===== config.mk =====
export PLATFORM = sky130hd
export DESIGN_NAME = opsw_ctrl
export DESIGN_NICKNAME = d
export VERILOG_FILES = /design/src/opsw_pkg.sv /design/src/opsw_sync_if.sv /design/src/opsw_sync.sv /design/src/opsw_ctrl.sv
export SDC_FILE = /design/constraint.sdc
export NUM_CORES = 1
export LEC_CHECK = 0
export ABC_AREA = 1
export ABC_CLOCK_PERIOD_IN_PS = 2600
export BUFFER_PORTS_ARGS = -buffer_cell sky130_fd_sc_hd__buf_2
export CORE_MARGIN = 2
export CORE_UTILIZATION = 40
export DETAILED_ROUTE_END_ITERATION = 10
export HOLD_SLACK_MARGIN = 0.15
export SLEW_MARGIN = 20
export SYNTH_ARGS = -nofsm -noshare
export SYNTH_HDL_FRONTEND = slang
export SYNTH_SLANG_ARGS = --single-unit

===== constraint.sdc =====
create_clock -name mclk -period 2.6 [get_ports mclk]
set_input_delay 0.26 -clock mclk [delete_from_list [all_inputs] [get_ports mclk]]
set_output_delay 0.26 -clock mclk [all_outputs]
set_load 0.03 [all_outputs]

===== src/opsw_pkg.sv =====
// Package with offsets, codes, field positions and reset values of the mode switch block.
package opsw_pkg;

  // ************************************************************
  // Register map (byte addresses on the APB side).
  // ************************************************************
  localparam logic [7:0] OPSW_CMD_OFFS = 8'h00;
  localparam logic [7:0] OPSW_RESP_OFFS = 8'h04;
  localparam logic [7:0] OPSW_EVT_OFFS = 8'h08;
  localparam logic [7:0] OPSW_MODE_OFFS = 8'h0c;

  // ************************************************************
  // Instruction codes and use-case selectors.
  // ************************************************************
  localparam logic [7:0] OPSW_INSTR_NORMAL = 8'h20;
  localparam logic [7:0] OPSW_SEL_ABORT_RST = 8'h00;
  localparam logic [7:0] OPSW_SEL_POWERUP = 8'h01;
  localparam logic [7:0] OPSW_SEL_ABORT_KEEP = 8'h02;
  localparam logic [7:0] OPSW_NORMAL_LEN = 8'h00;
  // Codes of the other mode commands; the values are arbitrary.
  localparam logic [7:0] OPSW_INSTR_STANDBY = 8'h21;
  localparam logic [7:0] OPSW_INSTR_CARD_DETECT = 8'h22;
  localparam logic [7:0] OPSW_INSTR_LISTEN = 8'h23;
  localparam logic [7:0] OPSW_INSTR_EXCHANGE = 8'h10;
  localparam logic [7:0] OPSW_INSTR_TEST_SEQ = 8'h11;

  // ************************************************************
  // Status codes answered in the response register.
  // ************************************************************
  localparam logic [7:0] OPSW_INSTR_OK_STATUS = 8'h00;
  localparam logic [7:0] OPSW_INSTR_FAIL_STATUS = 8'h01;

  // ************************************************************
  // Listen mode parameter and technology mask layout.
  // ************************************************************
  localparam logic [7:0] OPSW_LISTEN_MODE_MAX = 8'h02;
  localparam logic [7:0] OPSW_LISTEN_PLAIN = 8'h00;
  localparam logic [7:0] OPSW_LISTEN_SLEEPY = 8'h01;
  localparam int OPSW_TECH_A_BIT = 0;
  localparam int OPSW_TECH_F_BIT = 1;
  localparam logic [7:0] OPSW_TECH_UNAVAIL = 8'h0c;
  localparam logic [7:0] OPSW_TECH_RSVD = 8'hf0;

  // ************************************************************
  // Event status bit positions and reset values.
  // ************************************************************
  localparam int OPSW_EVT_BOOT_BIT = 0;
  localparam int OPSW_EVT_IDLE_BIT = 1;
  localparam int OPSW_EVT_LISTEN_BIT = 2;
  localparam logic [2:0] OPSW_EVT_RESET = 3'h0;
  localparam logic [7:0] OPSW_STATUS_RESET = 8'h00;
  localparam int OPSW_SYNC_WIDTH = 4;

  // Operation states of the device.
  typedef enum logic [2:0] {
    OPSW_ST_NORMAL,
    OPSW_ST_STANDBY,
    OPSW_ST_CARD_DETECT,
    OPSW_ST_BUSY,
    OPSW_ST_LISTEN,
    OPSW_ST_LISTEN_SLEEP,
    OPSW_ST_LISTEN_WAIT
  } opsw_state_t;

endpackage


===== src/opsw_sync_if.sv =====
// Interface carrying raw pin levels to the synchroniser and synchronised levels back.
`timescale 1ns/100ps
`default_nettype none
interface opsw_sync_if #(
  parameter int WIDTH = 4
);
  logic [WIDTH-1:0] raw;
  logic [WIDTH-1:0] synced;

  // The synchroniser reads raw levels and drives clean ones.
  modport sync (input raw, output synced);
  // The controller feeds pins in and reads the clean levels.
  modport ctrl (output raw, input synced);
endinterface
`default_nettype wire


===== src/opsw_sync.sv =====
// Two-flop synchroniser bank for the asynchronous pins of the mode switch block.
`timescale 1ns/100ps
`default_nettype none
module opsw_sync
  import opsw_pkg::*;
#(
  parameter int WIDTH = 4
) (
  input wire logic mclk,
  input wire logic resetn,
  opsw_sync_if.sync port
);

  typedef struct packed {
    logic [WIDTH-1:0] stage1;
    logic [WIDTH-1:0] stage2;
  } opsw_sync_state_t;

  opsw_sync_state_t state_reg;
  opsw_sync_state_t state_next;

  // The first stage feeds only the second stage.
  always_comb begin
    state_next = state_reg;
    state_next.stage1 = port.raw;
    state_next.stage2 = state_reg.stage1;
  end

  // Both stages clear on reset.
  always_ff @(posedge mclk or negedge resetn) begin
    if (!resetn) begin
      state_reg <= '0;
    end else begin
      state_reg <= state_next;
    end
  end

  assign port.synced = state_reg.stage2;

endmodule
`default_nettype wire


===== src/opsw_ctrl.sv =====
// Operation mode switch command interpreter with an APB register port.
//
// Decided for this implementation: the register addresses and the APB interface to the registers.
`timescale 1ns/100ps
`default_nettype none
module opsw_ctrl
  import opsw_pkg::*;
(
  input wire logic mclk,
  input wire logic resetn,
  input wire logic psel,
  input wire logic penable,
  input wire logic pwrite,
  input wire logic [7:0] paddr,
  input wire logic [31:0] pwdata,
  output logic [31:0] prdata,
  output logic pready,
  output logic pslverr,
  input wire logic rf_field_present,
  input wire logic target_activated,
  input wire logic wake_event,
  input wire logic soft_reset_req,
  output logic frontend_reset,
  output logic rf_field_off,
  output logic transceiver_idle,
  output logic standby_active,
  output logic listen_active,
  output logic [1:0] listen_tech_enable,
  output logic irq
);

  // ************************************************************
  // Pin synchronisation.
  // ************************************************************

  opsw_sync_if #(.WIDTH(OPSW_SYNC_WIDTH)) pins ();

  // Outside pins reach the logic only through two flops.
  assign pins.raw = {soft_reset_req, wake_event, target_activated, rf_field_present};

  opsw_sync #(.WIDTH(OPSW_SYNC_WIDTH)) u_sync (
    .mclk(mclk),
    .resetn(resetn),
    .port(pins)
  );

  logic field_s;
  logic target_s;
  logic wake_s;
  logic softrst_s;

  // Clean copies of the pins.
  assign field_s = pins.synced[0];
  assign target_s = pins.synced[1];
  assign wake_s = pins.synced[2];
  assign softrst_s = pins.synced[3];

  // ************************************************************
  // State of the block.
  // ************************************************************

  typedef struct packed {
    opsw_state_t mode;
    logic booted;
    logic [2:0] events;
    logic [7:0] resp_status;
    logic resp_valid;
    logic [7:0] tech_mask;
    logic [7:0] listen_mode;
    logic fe_reset;
    logic field_off;
    logic trx_idle;
    logic [31:0] rdata;
    logic err;
  } opsw_ctrl_state_t;

  opsw_ctrl_state_t state_reg;
  opsw_ctrl_state_t state_next;

  // True when the technology mask and mode allow entering listening.
  function automatic logic listen_ok(input logic [7:0] mask, input logic [7:0] lmode);
    logic ok;
    ok = 1'b1;
    if (lmode > OPSW_LISTEN_MODE_MAX) begin
      ok = 1'b0;
    end else if ((mask & (OPSW_TECH_UNAVAIL | OPSW_TECH_RSVD)) != 8'h00) begin
      ok = 1'b0;
    end else if (mask == 8'h00) begin
      ok = 1'b0;
    end
    return ok;
  endfunction

  // True for any state that counts as a running listen command.
  function automatic logic in_listen(input opsw_state_t st);
    return (st == OPSW_ST_LISTEN) || (st == OPSW_ST_LISTEN_SLEEP) ||
           (st == OPSW_ST_LISTEN_WAIT);
  endfunction

  // ************************************************************
  // APB decode helpers.
  // ************************************************************

  logic setup_ph;
  logic wr_acc;
  logic rd_acc;
  logic [7:0] c_instr;
  logic [7:0] c_sel;
  logic [7:0] c_len;
  logic [7:0] c_mode;

  // Setup and access phases, and command frame bytes from the write data.
  assign setup_ph = psel && !penable;
  assign wr_acc = psel && penable && pwrite;
  assign rd_acc = psel && penable && !pwrite;
  assign c_instr = pwdata[7:0];
  assign c_sel = pwdata[15:8];
  assign c_len = pwdata[23:16];
  assign c_mode = pwdata[31:24];

  // ************************************************************
  // Next state.
  // ************************************************************

  always_comb begin
    logic cmd_wr;
    logic is_normal_cmd;
    logic [2:0] ev_set;
    logic [2:0] ev_clr;
    cmd_wr = 1'b0;
    is_normal_cmd = 1'b0;
    ev_set = 3'h0;
    ev_clr = 3'h0;
    state_next = state_reg;
    state_next.fe_reset = 1'b0;
    state_next.field_off = 1'b0;
    state_next.trx_idle = 1'b0;

    // The first cycle after reset is the boot: normal mode with a boot event.
    if (!state_reg.booted) begin
      state_next.booted = 1'b1;
      state_next.mode = OPSW_ST_NORMAL;
      ev_set[OPSW_EVT_BOOT_BIT] = 1'b1;
    end

    // Register writes: command frames and event clears.
    if (wr_acc) begin
      if (paddr == OPSW_CMD_OFFS) begin
        cmd_wr = 1'b1;
      end else if (paddr == OPSW_EVT_OFFS) begin
        ev_clr = pwdata[2:0];
      end
    end

    // Frame bytes: instruction, use case, zero length.
    is_normal_cmd = cmd_wr && (c_instr == OPSW_INSTR_NORMAL) && (c_len == OPSW_NORMAL_LEN);

    // Autonomous transitions of the running modes.
    case (state_reg.mode)
      OPSW_ST_STANDBY, OPSW_ST_CARD_DETECT: begin
        if (wake_s) begin
          state_next.mode = OPSW_ST_NORMAL;
          ev_set[OPSW_EVT_IDLE_BIT] = 1'b1;
        end
      end
      OPSW_ST_LISTEN: begin
        if (target_s) begin
          state_next.mode = OPSW_ST_NORMAL;
          ev_set[OPSW_EVT_LISTEN_BIT] = 1'b1;
        end else if (!field_s) begin
          if (state_reg.listen_mode == OPSW_LISTEN_PLAIN) begin
            state_next.mode = OPSW_ST_NORMAL;
            ev_set[OPSW_EVT_LISTEN_BIT] = 1'b1;
          end else if (state_reg.listen_mode == OPSW_LISTEN_SLEEPY) begin
            state_next.mode = OPSW_ST_LISTEN_SLEEP;
          end else begin
            state_next.mode = OPSW_ST_LISTEN_WAIT;
          end
        end
      end
      OPSW_ST_LISTEN_SLEEP, OPSW_ST_LISTEN_WAIT: begin
        if (field_s) begin
          state_next.mode = OPSW_ST_LISTEN;
        end
      end
      default: begin
      end
    endcase

    // A soft reset returns to normal by itself.
    if (softrst_s && state_reg.booted) begin
      state_next.mode = OPSW_ST_NORMAL;
      ev_set[OPSW_EVT_IDLE_BIT] = 1'b1;
    end

    // Command execution; the return-to-normal frame works in every mode.
    if (is_normal_cmd && c_sel == OPSW_SEL_POWERUP) begin
      state_next.mode = OPSW_ST_NORMAL;
      ev_set[OPSW_EVT_BOOT_BIT] = 1'b1;
    end else if (is_normal_cmd && c_sel == OPSW_SEL_ABORT_RST) begin
      state_next.mode = OPSW_ST_NORMAL;
      state_next.fe_reset = 1'b1;
      state_next.field_off = 1'b1;
      state_next.trx_idle = 1'b1;
      ev_set[OPSW_EVT_IDLE_BIT] = 1'b1;
    end else if (is_normal_cmd && c_sel == OPSW_SEL_ABORT_KEEP) begin
      state_next.mode = OPSW_ST_NORMAL;
      state_next.trx_idle = 1'b1;
      ev_set[OPSW_EVT_IDLE_BIT] = 1'b1;
    end else if (cmd_wr && !is_normal_cmd) begin
      state_next.resp_valid = 1'b1;
      state_next.resp_status = OPSW_INSTR_FAIL_STATUS;
      if (state_reg.mode == OPSW_ST_NORMAL) begin
        // Normal mode takes every instruction except a listen with an illegal mode or mask.
        if (c_instr == OPSW_INSTR_LISTEN) begin
          if (listen_ok(c_sel, c_mode)) begin
            state_next.tech_mask = c_sel;
            state_next.listen_mode = c_mode;
            state_next.resp_status = OPSW_INSTR_OK_STATUS;
            if (field_s) begin
              state_next.mode = OPSW_ST_LISTEN;
            end else if (c_mode == OPSW_LISTEN_PLAIN) begin
              // No field at start ends a plain listen at once.
              ev_set[OPSW_EVT_LISTEN_BIT] = 1'b1;
            end else if (c_mode == OPSW_LISTEN_SLEEPY) begin
              state_next.mode = OPSW_ST_LISTEN_SLEEP;
            end else begin
              state_next.mode = OPSW_ST_LISTEN_WAIT;
            end
          end
        end else if (c_instr == OPSW_INSTR_STANDBY) begin
          state_next.mode = OPSW_ST_STANDBY;
          state_next.resp_status = OPSW_INSTR_OK_STATUS;
        end else if (c_instr == OPSW_INSTR_CARD_DETECT) begin
          state_next.mode = OPSW_ST_CARD_DETECT;
          state_next.resp_status = OPSW_INSTR_OK_STATUS;
        end else if (c_instr == OPSW_INSTR_EXCHANGE || c_instr == OPSW_INSTR_TEST_SEQ) begin
          state_next.mode = OPSW_ST_BUSY;
          state_next.resp_status = OPSW_INSTR_OK_STATUS;
        end else begin
          // Any other instruction is accepted and completes at once.
          state_next.resp_status = OPSW_INSTR_OK_STATUS;
        end
      end
    end

    // Reading the response register consumes it, unless a new one lands.
    if (rd_acc && paddr == OPSW_RESP_OFFS && !(cmd_wr && !is_normal_cmd)) begin
      state_next.resp_valid = 1'b0;
    end

    // Event flags: a set in the same cycle beats a clear.
    state_next.events = (state_reg.events & ~ev_clr) | ev_set;

    // Read data is captured in the setup phase and held through access.
    if (setup_ph) begin
      state_next.err = 1'b0;
      state_next.rdata = 32'h0000_0000;
      if (paddr == OPSW_CMD_OFFS) begin
        state_next.rdata = 32'h0000_0000;
      end else if (paddr == OPSW_RESP_OFFS) begin
        state_next.rdata = {23'h0, state_reg.resp_valid, state_reg.resp_status};
      end else if (paddr == OPSW_EVT_OFFS) begin
        state_next.rdata = {29'h0, state_reg.events};
      end else if (paddr == OPSW_MODE_OFFS) begin
        state_next.rdata = {8'h00, state_reg.listen_mode, state_reg.tech_mask,
                            5'h00, state_reg.mode};
      end else begin
        state_next.err = 1'b1;
      end
    end
  end

  // ************************************************************
  // State register.
  // ************************************************************

  // Everything returns to normal mode with cleared flags on reset.
  always_ff @(posedge mclk or negedge resetn) begin
    if (!resetn) begin
      state_reg.mode <= OPSW_ST_NORMAL;
      state_reg.booted <= 1'b0;
      state_reg.events <= OPSW_EVT_RESET;
      state_reg.resp_status <= OPSW_STATUS_RESET;
      state_reg.resp_valid <= 1'b0;
      state_reg.tech_mask <= 8'h00;
      state_reg.listen_mode <= 8'h00;
      state_reg.fe_reset <= 1'b0;
      state_reg.field_off <= 1'b0;
      state_reg.trx_idle <= 1'b0;
      state_reg.rdata <= 32'h0000_0000;
      state_reg.err <= 1'b0;
    end else begin
      state_reg <= state_next;
    end
  end

  // ************************************************************
  // Outputs.
  // ************************************************************

  // The slave never inserts wait states.
  assign pready = 1'b1;
  assign prdata = state_reg.rdata;
  assign pslverr = state_reg.err && psel && penable;

  // Frontend control pulses and mode levels.
  assign frontend_reset = state_reg.fe_reset;
  assign rf_field_off = state_reg.field_off;
  assign transceiver_idle = state_reg.trx_idle;
  assign standby_active = (state_reg.mode == OPSW_ST_STANDBY) ||
                          (state_reg.mode == OPSW_ST_LISTEN_SLEEP);
  assign listen_active = in_listen(state_reg.mode);

  // Technologies enabled only while actively listening.
  assign listen_tech_enable = (state_reg.mode == OPSW_ST_LISTEN) ?
    {state_reg.tech_mask[OPSW_TECH_F_BIT], state_reg.tech_mask[OPSW_TECH_A_BIT]} : 2'b00;

  // Pending events raise the host notification line.
  assign irq = |state_reg.events;

endmodule
`default_nettype wire


==> results.yml <==
run_status:
  status: "finished clean"
synthesis:
  yosysUniqueCellTypes: 28
  avgSynthCellArea_um2: 7.58
  synthTopCellsByArea: "dfrtp_1 47%, nand2_1 11%, buf_4 8.9%"
  synthArstFlopShare_pct: 100
  synth_most_common_cell: "nand2_1"
  ys.flop_type: "dfrtp_1"
  yosys.area.top_type_share_pct: 46.6
  yosys.area.top_type: "dfrtp_1"
  ys_ff_latch: 55
  synth-edff-count: 0
  synth_area_um2: 2960
  ys_warn_count: 0
  seq_area_frac_synth_pct: 46.6
  synth_cells: 390
  yosys-top-cells-count: "89 x nand2_1, 55 x dfrtp_1, 55 x inv_1, 55 x nor2_1, 35 x buf_4"
global_route:
  grt_remaining_overflow: 0
  antenna_found_initial: 0
  track_usage_pct: 15.9
  grt_max_degree: 28
  grt_pass1_wl_mm: 10.5
  grt_pass1_vias: 2273
power_and_ir_drop:
  p_per_area_nw_per_um2: 505
  peakVddDrop_uv: 285
  leakage_nw: 1.86
worst_setup_path:
  crit_arrival_ps: 1670
  critPathMaxStageDelay_ps: 440
  critPathMaxFanout: 6
  start_kind: "register"
  critPathKind: "register to primary output"
  crit_required_ps: 2340
  slowest_stage: "dfrtp_1"
  cp_cell_sequence: "nor2_1, nand2_1, nor2_1, buf_2"
  worstSetupEndpointType: "primary output"
  path_common_cell: "nor2_1"
clock_network:
  cts_hold_buf: 6
  clkTransAtPathRegs_ps: 100
  cts_buffer_depth: 2
  cts_buffers: 5
  cts_resized: 0
  insertion_delay_ps: 320
  clkSinkCount: 55
  cts_tree: "built"
  cts-root-buf: "clkbuf_8"
  post-cts-setup-buffers: 0
  h-tree-depth: 2
drt:
  drtIter0Drc: 154
  wl_per_cell_um: 11.5
  num_vias: 2516
  antenna_left: 0
  wl_mm: 6.33
  first_pass_iters: 5
  route.detailed.drc: 0
  viasPerCell: 4.55
place:
  dpl.hpwl_mm: 4.92
  numPortBuffers: 76
  place_congestion: 0.837
  place_ws_ps: 576
  placedCellCount: 539
sta:
  hold_viol_final: 0
  fin_crit_sh_pct: 74.3
  max_slew_margin_pct: 57.1
  fin_worst_skew_ps: 12.6
  slew_viol_final: 0
  setup_tns_ps: 0
  min_period_ps: 1930
  report.final.setup_viol: 0
  hold_ws_ps: 181
  rsz0062_at_grt: "false"
  tightest_slew_ps: 642
  max_freq_ghz: 0.517
  setup_ws_ps: 667
final_layout:
  syn_to_final_growth_pct: 15.0
  nets: 502
  fillers: 767
  final_cell_count_no_fill: 553
  largest_reg_flops: 26
  drive_gt1_share_pct: 21.1
  antennaDiodeCount: 0
die:
  fp.dieH_um: 90.0
  die_w_um: 90.0
  io_pins: 91
  core_um2: 7210
  die_area_um2: 8100
  rows: 31
  start_util_pct: 41.0
min_path:
  min_path_type: "input port to register"
run:
  maxCapViolCount: 0
## cell families (layout without fill, tap and decap cells)
group	Yosys count	in the layout	synth area share [%]
and+or+nand+nor	190	190	27.6
buffers and inverters	97	148	17.1
DFF	55	55	46.6
AOI/OAI and AO/OA	46	46	8.46
other	2	15	0.254
## worst max-delay path, delay by kind of cell (launching register included)
family                 cells  cell delay, ps
buffers and inverters      1             220
flip-flops                 1             440
AND/OR/NAND/NOR            3             710
## power breakdown
| group | switching [mW] | internal [mW] | leakage, nW |
|---|---|---|---|
| logic | 0.172 | 0.0812 | 1.17 |
| clock network | 0.283 | 0.291 | 0.0558 |
| registers | 0.0190 | 0.872 | 0.635 |
| total | 0.474 | 1.24 | 1.86 |
## cell type report
class	count	area [um^2]	area share, %
tap	99	124	3.64
multi-input combinational	251	1120	33.0
clock buffer	6	72.6	2.13
sequential	55	1380	40.5
clock inverter	2	38.8	1.14
timing repair buffer	84	455	13.4
inverter	56	210	6.18
## cells in the final DEF (no fill, tap or decap), drive strengths merged, types with 2 or more instances in the layout
master,Yosys,final
nand2,89,89
buf,38,78
nor2,59,59
inv,56,57
dfrtp,55,55
o21ai,28,28
nand3,27,27
conb,2,15
a21oi,10,10
dlygate4sd3,0,6
clkbuf,3,6
nor3,6,6
nand4,5,5
or2,3,3
o31ai,2,2
o22ai,2,2
a22oi,2,2
## metrics by stage
step                      power [mW]  instance area, um^2  utilization (%)
after global routing            1.81                 3400             47.1
after CTS                       1.73                 3400             47.1
after detailed placement        1.15                 3230             44.8
after floorplan                 1.07                 3010                -
after global placement          1.15                 3230             44.8
final                           1.72                 3400             47.1
## worst paths after layout
path	from	endpoint	slack (ps)	cells after the start
max	state_reg[66]	listen_tech_enable[1]	670	4
min	pwdata[8]	state_reg[44]	180	3
max reg2reg	state_reg[66]	state_reg[67]	750	7
min reg2reg	u_sync.state_next[2]	u_sync.port.synced[2]	360	0
max in group asynchronous	resetn	prdata[16]	1820	3
min in group asynchronous	resetn	u_sync.state_next[0]	260	2
## layer usage
layer	up-vias	part of all wire, %	GRT usage (%)
li1	1285	-	-
met1	1153	47	22.9
met2	71	47	24.9
met3	7	5.5	2.85
met4	0	1.1	4.23
met5	-	0	0
No activity file was read; power rests on OpenSTA's default activity.
